==> src/core/ipbm_pkg.sv <==
/*
  Constants and types for the interleaved PCM bus multiplexer of one framer.
  Assumes the framer's receive elastic store supplies channel bytes on request.
*/
// Behaviour
// - Bus carries two, four or eight streams at 4.096, 8.192, 16.384 MHz.
// - Each framer owns one exclusive bus position; no position is shared.
// - One common 8 kHz sync from backplane or first device; others input.
// - After the frame sync each framer waits for its three-bit slot.
// - Channel interleave places one channel per framer in turn, whole frame.
// - Channel interleave tolerates asynchronous framers; elastic stores absorb slips.
// - Drive strobe is low while this framer occupies the bus.
// - Frame interleave places one complete frame per framer in turn.
// - Config bits 0 to 2 hold this framer's slot number.
// - Config bit 3 set enables interleaved bus operation, clear disables it.
// - Config bit 4 clear selects channel interleave, set selects frame interleave.
// - Config bits 5 and 6 give device count, setting rate and slots.
package ipbm_pkg;

  // ----------------------------------------------------------------
  // Register map
  // ----------------------------------------------------------------
  localparam int unsigned IPBM_ADDR_W = 4;
  localparam logic [IPBM_ADDR_W-1:0] IPBM_CFG_OFS = 4'h0;
  localparam logic [IPBM_ADDR_W-1:0] IPBM_CTRL_OFS = 4'h1;
  localparam logic [IPBM_ADDR_W-1:0] IPBM_STAT_OFS = 4'h2;
  localparam logic [IPBM_ADDR_W-1:0] IPBM_FCNT_OFS = 4'h3;
  localparam logic [7:0] IPBM_CFG_RST = 8'h00;
  localparam logic [7:0] IPBM_CTRL_RST = 8'h00;

  // ----------------------------------------------------------------
  // Device count encodings
  // ----------------------------------------------------------------
  localparam logic [1:0] IPBM_POP_TWO = 2'h0;
  localparam logic [1:0] IPBM_POP_FOUR = 2'h1;
  localparam logic [1:0] IPBM_POP_EIGHT = 2'h2;
  localparam logic [1:0] IPBM_POP_RSVD = 2'h3;
  localparam logic [2:0] IPBM_LAST_TWO = 3'h1;
  localparam logic [2:0] IPBM_LAST_FOUR = 3'h3;
  localparam logic [2:0] IPBM_LAST_EIGHT = 3'h7;

  // ----------------------------------------------------------------
  // Frame shape
  // ----------------------------------------------------------------
  localparam int unsigned IPBM_DEF_CHANNELS = 32;
  localparam int unsigned IPBM_MAX_CHANNELS = 32;
  localparam logic [2:0] IPBM_LAST_BIT = 3'h7;
  localparam logic [2:0] IPBM_FETCH_BIT = 3'h3;

  // ----------------------------------------------------------------
  // Types
  // ----------------------------------------------------------------
  typedef enum logic {IPBM_KIND_CHAN, IPBM_KIND_FRAME} ipbm_kind_t;

  typedef struct packed {
    logic unused7;
    logic [1:0] population;
    logic kind;
    logic on;
    logic [2:0] slot;
  } ipbm_cfg_t;

  typedef struct packed {
    logic [6:0] unused;
    logic sync_master;
  } ipbm_ctrl_t;

  typedef struct packed {
    logic wr;
    logic rd;
    logic [IPBM_ADDR_W-1:0] addr;
    logic [7:0] wdata;
  } ipbm_reg_req_t;

  typedef struct packed {
    logic [4:0] chan;
    logic [2:0] dev;
  } ipbm_pos_t;

endpackage

==> src/core/ipbm_mux.sv <==
/*
  Interleaved PCM bus multiplexer for one framer: position tracking against the
  common frame sync, byte fetch from the receive elastic store, serial drive
  and drive strobe. Assumes core_clk_i is several times faster than the bus
  clock it samples, and the elastic store answers a read in the next cycle.
*/
`timescale 1ns/100ps
module ipbm_mux #(
  parameter int unsigned CHANNELS = ipbm_pkg::IPBM_DEF_CHANNELS
) (
  input wire logic core_clk_i,                          // Core clock
  input wire logic rstn_i,                              // Async reset, low
  input wire ipbm_pkg::ipbm_reg_req_t reg_req_i,        // Register strobes
  output logic [7:0] reg_rdata_o,                       // Read data
  input wire logic bus_clk_i,                           // Backplane bit clock
  input wire logic fsync_i,                             // Frame sync pin in
  output logic fsync_o,                                 // Frame sync pin out
  output logic fsync_oe_n_o,                            // Sync drive, low
  output logic bus_data_o,                              // Serial PCM out
  output logic bus_drive_strobe_n_o,                    // Bus occupied, low
  output logic es_rd_req_o,                             // Store read pulse
  output logic [4:0] es_rd_chan_o,                      // Channel to read
  input wire logic [7:0] es_rd_data_i                   // Store byte
);

  // ----------------------------------------------------------------
  // Elaboration check
  // ----------------------------------------------------------------
  if (CHANNELS < 1 || CHANNELS > ipbm_pkg::IPBM_MAX_CHANNELS) begin : g_bad_channels
    $error("ipbm_mux: CHANNELS out of range");
  end

  localparam logic [4:0] LAST_CHAN = 5'(CHANNELS - 1);

  // ----------------------------------------------------------------
  // Registers
  // ----------------------------------------------------------------
  ipbm_pkg::ipbm_cfg_t cfg_r;
  ipbm_pkg::ipbm_ctrl_t ctrl_r;
  logic [7:0] fcnt_r;
  logic locked_r;
  logic [7:0] rdata_r;
  logic [7:0] stat_w;
  logic pop_bad;
  logic active;
  logic [2:0] last_dev;
  ipbm_pkg::ipbm_kind_t kind;

  // ----------------------------------------------------------------
  // Config decode
  // ----------------------------------------------------------------

  always_comb begin
    case (cfg_r.population)
      ipbm_pkg::IPBM_POP_TWO: last_dev = ipbm_pkg::IPBM_LAST_TWO;
      ipbm_pkg::IPBM_POP_FOUR: last_dev = ipbm_pkg::IPBM_LAST_FOUR;
      ipbm_pkg::IPBM_POP_EIGHT: last_dev = ipbm_pkg::IPBM_LAST_EIGHT;
      default: last_dev = ipbm_pkg::IPBM_LAST_TWO;
    endcase
  end

  // Reserved count parks the block like a disable
  assign pop_bad = (cfg_r.population == ipbm_pkg::IPBM_POP_RSVD);
  assign active = cfg_r.on && !pop_bad;
  assign kind = cfg_r.kind ? ipbm_pkg::IPBM_KIND_FRAME : ipbm_pkg::IPBM_KIND_CHAN;

  always_ff @(posedge core_clk_i or negedge rstn_i) begin
    if (!rstn_i) begin
      cfg_r <= ipbm_pkg::IPBM_CFG_RST;
    end else if (reg_req_i.wr && reg_req_i.addr == ipbm_pkg::IPBM_CFG_OFS) begin
      cfg_r <= reg_req_i.wdata;
      cfg_r.unused7 <= 1'b0;
    end
  end

  always_ff @(posedge core_clk_i or negedge rstn_i) begin
    if (!rstn_i) begin
      ctrl_r <= ipbm_pkg::IPBM_CTRL_RST;
    end else if (reg_req_i.wr && reg_req_i.addr == ipbm_pkg::IPBM_CTRL_OFS) begin
      ctrl_r <= {7'h00, reg_req_i.wdata[0]};
    end
  end

  // ----------------------------------------------------------------
  // Register read
  // ----------------------------------------------------------------

  // Status: sync seen, own slot now, reserved count
  assign stat_w = {5'h00, pop_bad, !bus_drive_strobe_n_o, locked_r};

  always_ff @(posedge core_clk_i or negedge rstn_i) begin
    if (!rstn_i) begin
      rdata_r <= 8'h00;
    end else if (reg_req_i.rd) begin
      case (reg_req_i.addr)
        ipbm_pkg::IPBM_CFG_OFS: rdata_r <= cfg_r;
        ipbm_pkg::IPBM_CTRL_OFS: rdata_r <= ctrl_r;
        ipbm_pkg::IPBM_STAT_OFS: rdata_r <= stat_w;
        ipbm_pkg::IPBM_FCNT_OFS: rdata_r <= fcnt_r;
        default: rdata_r <= 8'h00;
      endcase
    end else begin
      // Idle cycles read zero, so read data stand one cycle only
      rdata_r <= 8'h00;
    end
  end

  assign reg_rdata_o = rdata_r;

  // ----------------------------------------------------------------
  // Pin synchronisers and edge detect
  // ----------------------------------------------------------------
  logic bclk_s1_r;
  logic bclk_s2_r;
  logic bclk_s3_r;
  logic fs_s1_r;
  logic fs_s2_r;
  logic fs_edge_r;
  logic bclk_rise;

  always_ff @(posedge core_clk_i or negedge rstn_i) begin
    if (!rstn_i) begin
      bclk_s1_r <= 1'b0;
      bclk_s2_r <= 1'b0;
      bclk_s3_r <= 1'b0;
    end else begin
      bclk_s1_r <= bus_clk_i;
      bclk_s2_r <= bclk_s1_r;
      bclk_s3_r <= bclk_s2_r;
    end
  end

  always_ff @(posedge core_clk_i or negedge rstn_i) begin
    if (!rstn_i) begin
      fs_s1_r <= 1'b0;
      fs_s2_r <= 1'b0;
    end else begin
      fs_s1_r <= fsync_i;
      fs_s2_r <= fs_s1_r;
    end
  end

  // Third stage only remembers the last synced level
  assign bclk_rise = bclk_s2_r && !bclk_s3_r;

  // Sync level as seen at the previous bus edge
  always_ff @(posedge core_clk_i or negedge rstn_i) begin
    if (!rstn_i) begin
      fs_edge_r <= 1'b0;
    end else if (bclk_rise) begin
      fs_edge_r <= fs_s2_r;
    end
  end

  // ----------------------------------------------------------------
  // Bus position tracking
  // ----------------------------------------------------------------
  logic [2:0] bit_r;
  ipbm_pkg::ipbm_pos_t pos_r;
  logic [2:0] bit_nxt;
  ipbm_pkg::ipbm_pos_t pos_nxt;
  ipbm_pkg::ipbm_pos_t ahead;
  logic frame_end;
  logic sync_start;

  function automatic ipbm_pkg::ipbm_pos_t advance(input ipbm_pkg::ipbm_pos_t p,
                                                  input ipbm_pkg::ipbm_kind_t k,
                                                  input logic [2:0] ld);
    ipbm_pkg::ipbm_pos_t n;
    n = p;
    if (k == ipbm_pkg::IPBM_KIND_CHAN) begin
      if (p.dev == ld) begin
        n.dev = 3'h0;
        n.chan = (p.chan == LAST_CHAN) ? 5'h00 : p.chan + 5'h01;
      end else begin
        n.dev = p.dev + 3'h1;
      end
    end else begin
      if (p.chan == LAST_CHAN) begin
        n.chan = 5'h00;
        n.dev = (p.dev == ld) ? 3'h0 : p.dev + 3'h1;
      end else begin
        n.chan = p.chan + 5'h01;
      end
    end
    return n;
  endfunction

  function automatic logic owns(input ipbm_pkg::ipbm_pos_t p, input logic act,
                                input logic [2:0] slot);
    return act && (p.dev == slot);
  endfunction

  assign frame_end = (bit_r == ipbm_pkg::IPBM_LAST_BIT) && (pos_r.chan == LAST_CHAN)
                     && (pos_r.dev == last_dev);
  // master follows own wrap, others follow the pin
  assign sync_start = ctrl_r.sync_master ? frame_end : (fs_s2_r && !fs_edge_r);
  // Next position, so its byte is fetched before it is due
  assign ahead = advance(pos_r, kind, last_dev);

  always_comb begin
    bit_nxt = bit_r;
    pos_nxt = pos_r;
    if (!active) begin
      bit_nxt = 3'h0;
      pos_nxt = '0;
    end else if (sync_start) begin
      bit_nxt = 3'h0;
      pos_nxt = '0;
    end else if (bit_r == ipbm_pkg::IPBM_LAST_BIT) begin
      bit_nxt = 3'h0;
      pos_nxt = ahead;
    end else begin
      bit_nxt = bit_r + 3'h1;
    end
  end

  always_ff @(posedge core_clk_i or negedge rstn_i) begin
    if (!rstn_i) begin
      bit_r <= 3'h0;
      pos_r <= '0;
    end else if (bclk_rise || !active) begin
      bit_r <= bit_nxt;
      pos_r <= pos_nxt;
    end
  end

  // ----------------------------------------------------------------
  // Lock, frame count and sync drive
  // ----------------------------------------------------------------

  // Sync seen since enable, and frame count
  // Count wraps freely; software takes differences
  always_ff @(posedge core_clk_i or negedge rstn_i) begin
    if (!rstn_i) begin
      locked_r <= 1'b0;
      fcnt_r <= 8'h00;
    end else if (!active) begin
      locked_r <= 1'b0;
    end else if (bclk_rise && sync_start) begin
      locked_r <= 1'b1;
      fcnt_r <= fcnt_r + 8'h01;
    end
  end

  // master drives sync during bit 0
  always_ff @(posedge core_clk_i or negedge rstn_i) begin
    if (!rstn_i) begin
      fsync_o <= 1'b0;
      fsync_oe_n_o <= 1'b1;
    end else begin
      // Enable follows the mode at once, value only at bus edges
      fsync_oe_n_o <= !(ctrl_r.sync_master && active);
      if (bclk_rise) begin
        fsync_o <= ctrl_r.sync_master && active && sync_start;
      end
    end
  end

  // ----------------------------------------------------------------
  // Elastic store fetch
  // ----------------------------------------------------------------
  logic req_r;
  logic req_d_r;
  logic [4:0] chan_r;
  logic [7:0] fetch_r;

  // bytes come from the elastic store, slips handled there
  // Fetch at bit 3 leaves the store five bit times to answer
  always_ff @(posedge core_clk_i or negedge rstn_i) begin
    if (!rstn_i) begin
      req_r <= 1'b0;
      req_d_r <= 1'b0;
      chan_r <= 5'h00;
    end else begin
      req_d_r <= req_r;
      req_r <= 1'b0;
      if (bclk_rise && active && !sync_start && bit_nxt == ipbm_pkg::IPBM_FETCH_BIT
          && owns(ahead, active, cfg_r.slot)) begin
        req_r <= 1'b1;
        chan_r <= ahead.chan;
      end
    end
  end

  always_ff @(posedge core_clk_i or negedge rstn_i) begin
    if (!rstn_i) begin
      fetch_r <= 8'h00;
    end else if (req_d_r) begin
      fetch_r <= es_rd_data_i;
    end
  end

  assign es_rd_req_o = req_r;
  assign es_rd_chan_o = chan_r;

  // ----------------------------------------------------------------
  // Serial drive
  // ----------------------------------------------------------------
  logic [7:0] shift_r;
  logic own_nxt;

  assign own_nxt = owns(pos_nxt, active, cfg_r.slot);

  // one bit per bus clock, rate set by the backplane
  always_ff @(posedge core_clk_i or negedge rstn_i) begin
    if (!rstn_i) begin
      shift_r <= 8'h00;
      bus_data_o <= 1'b0;
    end else if (!active) begin
      shift_r <= 8'h00;
      bus_data_o <= 1'b0;
    end else if (bclk_rise) begin
      // Back-to-back own bytes reload with no gap
      if (own_nxt && bit_nxt == 3'h0) begin
        shift_r <= fetch_r;
        bus_data_o <= fetch_r[7];
      end else if (own_nxt) begin
        shift_r <= {shift_r[6:0], 1'b0};
        bus_data_o <= shift_r[6];
      end else begin
        // Line held low outside own slots
        bus_data_o <= 1'b0;
      end
    end
  end

  always_ff @(posedge core_clk_i or negedge rstn_i) begin
    if (!rstn_i) begin
      bus_drive_strobe_n_o <= 1'b1;
    end else if (!active) begin
      bus_drive_strobe_n_o <= 1'b1;
    end else if (bclk_rise) begin
      bus_drive_strobe_n_o <= !own_nxt;
    end
  end

endmodule // ipbm_mux

==> config.mk <==
export PLATFORM = sky130hd
export DESIGN_NAME = ipbm_mux
export DESIGN_NICKNAME = d
export VERILOG_FILES = /design/src/core/ipbm_pkg.sv /design/src/core/ipbm_mux.sv
export SDC_FILE = /design/constraint.sdc
export NUM_CORES = 1
export LEC_CHECK = 0
export BUFFER_PORTS_ARGS = -buffer_cell sky130_fd_sc_hd__buf_2
export CELL_PAD_IN_SITES_DETAIL_PLACEMENT = 0
export CELL_PAD_IN_SITES_GLOBAL_PLACEMENT = 1
export CORE_ASPECT_RATIO = 1.2
export CORE_MARGIN = 8
export CORE_UTILIZATION = 41
export DETAILED_ROUTE_END_ITERATION = 8
export MAX_ROUTING_LAYER = met4
export PLACE_DENSITY = 0.78
export RECOVER_POWER = 25
export REMOVE_ABC_BUFFERS = 1
export SETUP_SLACK_MARGIN = 0.02
export SYNTH_ARGS = -nofsm -noshare
export SYNTH_HDL_FRONTEND = slang
export SYNTH_SLANG_ARGS = --single-unit
==> constraint.sdc <==
create_clock -name core_clk_i -period 2.8 [get_ports core_clk_i]
set_input_delay 0.14 -clock core_clk_i [delete_from_list [all_inputs] [get_ports core_clk_i]]
set_output_delay 0.14 -clock core_clk_i [all_outputs]
set_load 0.02 [all_outputs]
==> results of run 1 <==
-- worst max-delay path: stages, from the launching register on --
cell and delay, ns:
dfrtp_1 0.39, ha_2 0.20, and3_1 0.18, ha_2 0.18, nand2b_4 0.15, nand3_2 0.08, a2bb2oi_2 0.18, xnor2_1 0.09
or4_4 0.57, a211o_4 0.38, o32ai_2 0.19
-- cells in the final DEF (no fill, tap or decap), types with 2 or more instances in the layout --
master	instances
a21boi_0	2
a21oi_1	7
a22o_1	8
a22oi_1	4
a31oi_1	5
and2_1	2
and3_1	3
buf_2	25
buf_4	23
clkbuf_1	21
clkbuf_8	9
clkinvlp_4	4
dfrtp_1	66
dfstp_2	2
dlygate4sd3_1	3
ha_1	6
ha_2	2
inv_1	7
mux2_2	23
mux2i_1	4
nand2_1	29
nand2b_1	3
nand3_1	7
nand3_2	2
nand4_1	6
nor2_1	24
nor2b_1	2
nor3_2	2
nor3b_1	2
o21ai_0	10
o22ai_1	12
o31ai_1	2
xnor2_1	8
xor2_1	4
xor2_2	2
-- metal layers --
| layer | vias up | GRT usage, % | wire length [um] |
|---|---|---|---|
| met5 | - | - | 0 |
| met3 | 11 | 3.34 | 332 |
| met2 | 38 | 22.8 | 3610 |
| li1 | 1186 | - | - |
| met1 | 1212 | 19.0 | 3400 |
| met4 | 0 | 5.97 | 119 |
-- synthesized netlist by cell type (all sizes together) (5+ instances only) --
library cell / n / share of area, %
dfrtp: 66 / 52
nand2: 30 / 3.5
nor2: 25 / 3.0
mux2: 23 / 8.2
o22ai: 12 / 2.4
o21ai: 10 / 1.6
nand3: 9 / 1.4
xnor2: 9 / 2.5
a22o: 8 / 2.2
clkbuf: 8 / 0.95
ha: 8 / 3.2
a21oi: 7 / 1.1
inv: 7 / 0.83
nand4: 6 / 1.2
xor2: 6 / 1.9
a31oi: 5 / 0.99
-- sequential cells by signal, summed over array words and instances (netlist names), 3 cells and up --
| signal | count |
|---|---|
| bit_r | 3 |
| es_rd_chan_o | 5 |
| reg_rdata_o | 8 |
| shift_r | 7 |
| fcnt_r | 8 |
| cfg_r | 7 |
| fetch_r | 8 |
| pos_r | 8 |
-- timing repair --
item | CTS | global route
endpoints found under the hold margin | 34 | 0
hold buffers | 3 | 0
setup buffers | 0 | 6
pin swaps | 1 | 9
gates resized for setup | 5 | 8
endpoints found under the setup margin | 1 | 14
gates cloned | 1 | 0
-- cell type report --
type,count,area share [%]
inverters,7,0.668
well taps,92,2.93
flip-flops and latches,68,43.3
repair buffers,72,10.5
clock buffers,10,3.25
multi-input cells,202,37.6
clock inverters,6,1.65
-- cells by family after synthesis --
group | count (synthesis)
xor gates and xnor gates | 15
buffers and inverters | 15
DFF | 68
adders and majority gates | 8
and+or+nand+nor | 92
AOI/OAI and AO/OA | 58
muxes | 28
-- stage by stage --
step	std cells	total power [mW]	setup TNS (ns)
6_report	457	2.37	0
3_3_place_gp	431	1.55	0
2_1_floorplan	276	1.38	-0.148
4_1_cts	451	2.37	0
5_1_grt	457	2.49	-0.0818
3_5_place_dp	431	1.56	-0.0139
-- how the worst max path moves through the flow --
stage | slack, ns | cells past startpoint | endpoint
2_1_floorplan | -0.08 | 10 | shift_r[0]
3_3_place_gp | 0.05 | 10 | shift_r[0]
3_5_place_dp | -0.01 | 10 | shift_r[0]
4_1_cts | 0.03 | 10 | shift_r[0]
5_1_grt | -0.02 | 12 | es_rd_chan_o[4]
6_report | 0.10 | 10 | shift_r[0]
-- report_power, final --
part           internal (mW)  total (mW)  switching (mW)
sequential              1.05        1.12          0.0769
clock                  0.409       0.787           0.378
combinational          0.199       0.459           0.260
==> impl_metrics.env, run 1 <==
export IMPL_outcome="finished, violations left"
export IMPL_failed_checks="capacitance limit, slew limit"
export IMPL_synth_xor_area_share_pct=4.38
export IMPL_ir_drop_mv=0.354
export IMPL_synth_cell_type_count=44
export IMPL_path_class="reg -> reg"
export IMPL_antenna_found_initial=0
export IMPL_fin_skew_ns=0.00803
export IMPL_ys_seq_area_share_pct=53.7
export IMPL_synth_edf_count=0
export IMPL_hold_start="es_rd_data_i[0]"
export IMPL_die_x_um=96.3
export IMPL_clk_latency_ns=0.34
export IMPL_routed_wl_um=7470
export IMPL_antenna_cells=0
export IMPL_drive_above_1_share_pct=30.1
export IMPL_detail_route_wl_per_cell_um=16.3
export IMPL_worstMarginPinSlew_ns=1.97
export IMPL_floorplan_rows=35
export IMPL_num_vias=2447
export IMPL_reg2reg_depth=10
export IMPL_final_antenna_net_count=0
export IMPL_synth_mux_area_share_pct=10.1
export IMPL_cts_tree="yes"
export IMPL_synth_avg_cell_area_um2=11.2
export IMPL_htree_levels=3
export IMPL_synth_warnings=0
export IMPL_cts_clk_slew_worst_paths_ns=0.08
export IMPL_synth_ff_type="dfrtp_1"
export IMPL_multi_input_area_um2=1480
export IMPL_initial_core_util_pct=41.7
export IMPL_endpoint_kind="flip-flop"
export IMPL_cts_sinks=68
export IMPL_gp_congestion=0.851
export IMPL_synth_top_family_by_area="simple AND/OR/NAND/NOR gates"
export IMPL_synth_compound_area_share_pct=12.9
export IMPL_fmax_mhz=371
export IMPL_setup_viol=0
export IMPL_critPathMaxFanout=5
export IMPL_hold_class="in -> reg"
export IMPL_syn_inst=284
export IMPL_grt_max_degree=37
export IMPL_drc=0
export IMPL_drtPass1Iterations=4
export IMPL_portBuffers=42
export IMPL_design_area_um2=3930
export IMPL_die_y_um=112
export IMPL_worstReg2RegEnd="shift_r[0]"
export IMPL_synthAdderAreaFrac_pct=3.15
export IMPL_start_kind="flip-flop"
export IMPL_min_to="fetch_r[0]"
export IMPL_root_buffer="clkbuf_8"
export IMPL_min_period_over_period_pct=96.3
export IMPL_cts_buffers=9
export IMPL_drt_initial_drc_count=105
export IMPL_pin_count=44
export IMPL_ys_ff_latch=68
export IMPL_fillers=744
export IMPL_synth_simple_area_share_pct=14.0
export IMPL_slew_headroom_pct=-31.4
export IMPL_grt_pass1_wl_um=12300
export IMPL_hold_depth=3
export IMPL_register_area_um2=1700
export IMPL_clockBufferDepth=2
export IMPL_post_route_min_period_ns=2.70
export IMPL_grt_use_total_pct=15.1
export IMPL_dpl_cell_area_um2=3630
export IMPL_hpwl_um=5380
export IMPL_die_area_um2=10800
export IMPL_rrSetupSlack_ns=0.10
export IMPL_reg2reg_from="pos_r[4]"
export IMPL_leakage_nw=1.81
export IMPL_powerDensity_nw_per_um2=602
export IMPL_hold_slack_ns=0.0101
export IMPL_finalHoldViolCount=0
export IMPL_dp_slack_ns=-0.0139
export IMPL_max_cap_viol_count=1
export IMPL_coreArea_um2=7620
export IMPL_synth_async_sr_flop_share_pct=100
export IMPL_vias_per_cell=5.35
export IMPL_area_growth_pct=23.9
export IMPL_setup_slack_ns=0.104
export IMPL_grt_pass1_vias=2503
export IMPL_fin_util_pct=51.6
export IMPL_synth_area_um2=3170
export IMPL_layout_nets=394
export IMPL_crit_start="pos_r[4]"
export IMPL_critPathArrivalTime_ns=2.94
export IMPL_crit_required_ns=3.05
export IMPL_grt_ovfl_total=0
export IMPL_drv_slew=37
Note: power is estimated with default switching activity, not from simulation.
==> run 2: changes to the inputs <==
--- a/config.mk
+++ b/config.mk
@@ -9,7 +9,7 @@
 export CELL_PAD_IN_SITES_DETAIL_PLACEMENT = 0
 export CELL_PAD_IN_SITES_GLOBAL_PLACEMENT = 1
 export CORE_ASPECT_RATIO = 1.2
-export CORE_MARGIN = 8
+export CORE_MARGIN = 2
 export CORE_UTILIZATION = 41
 export DETAILED_ROUTE_END_ITERATION = 8
 export MAX_ROUTING_LAYER = met4
==> impl_metrics.env, run 2 (same netlist as run 1, synthesis figures left out) <==
export IMPL_rrSetupSlack_ns=0.11
export IMPL_area_growth_pct=26.1
export IMPL_coreArea_um2=7580
export IMPL_clk_latency_ns=0.35
export IMPL_max_cap_viol_count=1
export IMPL_final_cells=457
export IMPL_critPathArrivalTime_ns=2.94
export IMPL_worstMarginPinSlew_ns=1.63
export IMPL_reg2reg_depth=10
export IMPL_hold_depth=3
export IMPL_hold_class="in -> reg"
export IMPL_grt_use_total_pct=17.7
export IMPL_drt_initial_drc_count=92
export IMPL_drtPass1Iterations=4
export IMPL_dp_cells=432
export IMPL_antenna_found_initial=0
export IMPL_powerDensity_nw_per_um2=619
export IMPL_setup_viol=0
export IMPL_cts_buffers=9
export IMPL_layout_nets=394
export IMPL_grt_ovfl_total=0
export IMPL_drive_above_1_share_pct=36.2
export IMPL_vias_per_cell=5.33
export IMPL_hpwl_um=5060
export IMPL_crit_required_ns=3.05
export IMPL_final_cell_mix="dfrtp_1, buf_2, nand2_1"
export IMPL_start_kind="flip-flop"
export IMPL_grt_pass1_vias=2344
export IMPL_finalHoldViolCount=0
export IMPL_final_antenna_net_count=0
export IMPL_rsz0062_at_grt="no"
export IMPL_outcome="finished, violations left"
export IMPL_dp_slack_ns=0.0200
export IMPL_grt_use_met2_pct=27.6
export IMPL_floorplan_rows=35
export IMPL_die_area_um2=8470
export IMPL_endpoint_kind="flip-flop"
export IMPL_grt_use_met3_pct=3.04
export IMPL_clockBufferDepth=2
export IMPL_fin_util_pct=52.8
export IMPL_gp_congestion=0.779
export IMPL_dpl_cell_area_um2=3630
export IMPL_min_period_over_period_pct=96.0
export IMPL_grt_busiest_layer="met2"
export IMPL_fillers=689
export IMPL_die_x_um=84.3
export IMPL_fmax_mhz=372
export IMPL_cts_clk_slew_worst_paths_ns=0.07
export IMPL_ir_drop_mv=0.331
export IMPL_grt_pass1_wl_um=11300
export IMPL_hold_start="es_rd_data_i[0]"
export IMPL_path_class="reg -> reg"
export IMPL_pin_count=44
export IMPL_crit_start="pos_r[3]"
export IMPL_drv_slew=69
export IMPL_routed_wl_um=6990
export IMPL_initial_core_util_pct=41.9
export IMPL_cts_sinks=68
export IMPL_hold_slack_ns=0.0160
export IMPL_antenna_cells=0
export IMPL_finalPower_mw=2.48
export IMPL_drc=0
export IMPL_post_route_min_period_ns=2.69
export IMPL_reg2reg_from="pos_r[3]"
export IMPL_worstReg2RegEnd="shift_r[0]"
export IMPL_slew_headroom_pct=-8.78
export IMPL_fin_tns_setup_ns=0
export IMPL_htree_levels=3
export IMPL_root_buffer="clkbuf_8"
export IMPL_detail_route_wl_per_cell_um=15.3
export IMPL_cts_tree="yes"
export IMPL_min_to="fetch_r[0]"
export IMPL_design_area_um2=4000
export IMPL_die_y_um=100
export IMPL_final_common_cell="dfrtp_1"
export IMPL_fin_skew_ns=0.00918
export IMPL_failed_checks="capacitance limit, slew limit"
export IMPL_grt_max_degree=69
export IMPL_grt_util_met1_pct=22.7
export IMPL_leakage_nw=1.93
export IMPL_portBuffers=42
export IMPL_num_vias=2436
export IMPL_critPathMaxFanout=5
export IMPL_setup_slack_ns=0.112
[run 2: worst max-delay path by stage]
stage                 endpoint  cells after the start
2_1_floorplan       shift_r[0]                     10
3_3_place_gp        shift_r[0]                     10
3_5_place_dp        shift_r[0]                     10
4_1_cts             shift_r[6]                     12
5_1_grt        es_rd_chan_o[0]                     12
6_report            shift_r[0]                     10
[run 2: worst max-delay path, stage by stage, from the launching register on]
cell,delay (ns)
dfrtp_1,0.39
ha_2,0.19
and3_1,0.18
ha_2,0.18
nand2b_4,0.16
nand3_2,0.07
a2bb2oi_2,0.16
xnor2_1,0.09
or4_4,0.57
a211o_4,0.38
o32ai_2,0.24
[run 2: report_power, final]
part | leakage, nW | internal [mW] | total (mW) | switching (mW)
Combinational | 0.915 | 0.201 | 0.456 | 0.255
Clock | 0.110 | 0.507 | 0.897 | 0.390
Sequential | 0.908 | 1.05 | 1.12 | 0.0776
[run 2: final cells by class]
cell class | instances | area (um2) | area share, %
flip-flops and latches | 68 | 1700 | 42.6
multi-input cells | 202 | 1500 | 37.4
repair buffers | 72 | 438 | 10.9
clock buffers | 9 | 124 | 3.09
well taps | 92 | 115 | 2.88
clock inverters | 7 | 98.8 | 2.47
inverters | 7 | 26.3 | 0.656
[run 2: per-layer routing]
| metal | routed length (um) | part of all wire, % | vias to the layer above |
|---|---|---|---|
| met1 | 3170 | 45 | 1192 |
| met4 | 143 | 2.0 | 0 |
| met5 | 0 | 0 | - |
| met2 | 3440 | 49 | 55 |
| met3 | 236 | 3.4 | 14 |
| li1 | - | - | 1175 |
[run 2: what timing repair did]
item,CTS,global route
hold endpoints to repair,2,0
setup endpoints to repair,1,14
hold buffers,2,0
pin swaps,1,6
setup buffers,0,6
gates resized for setup,5,9
cloned,1,0
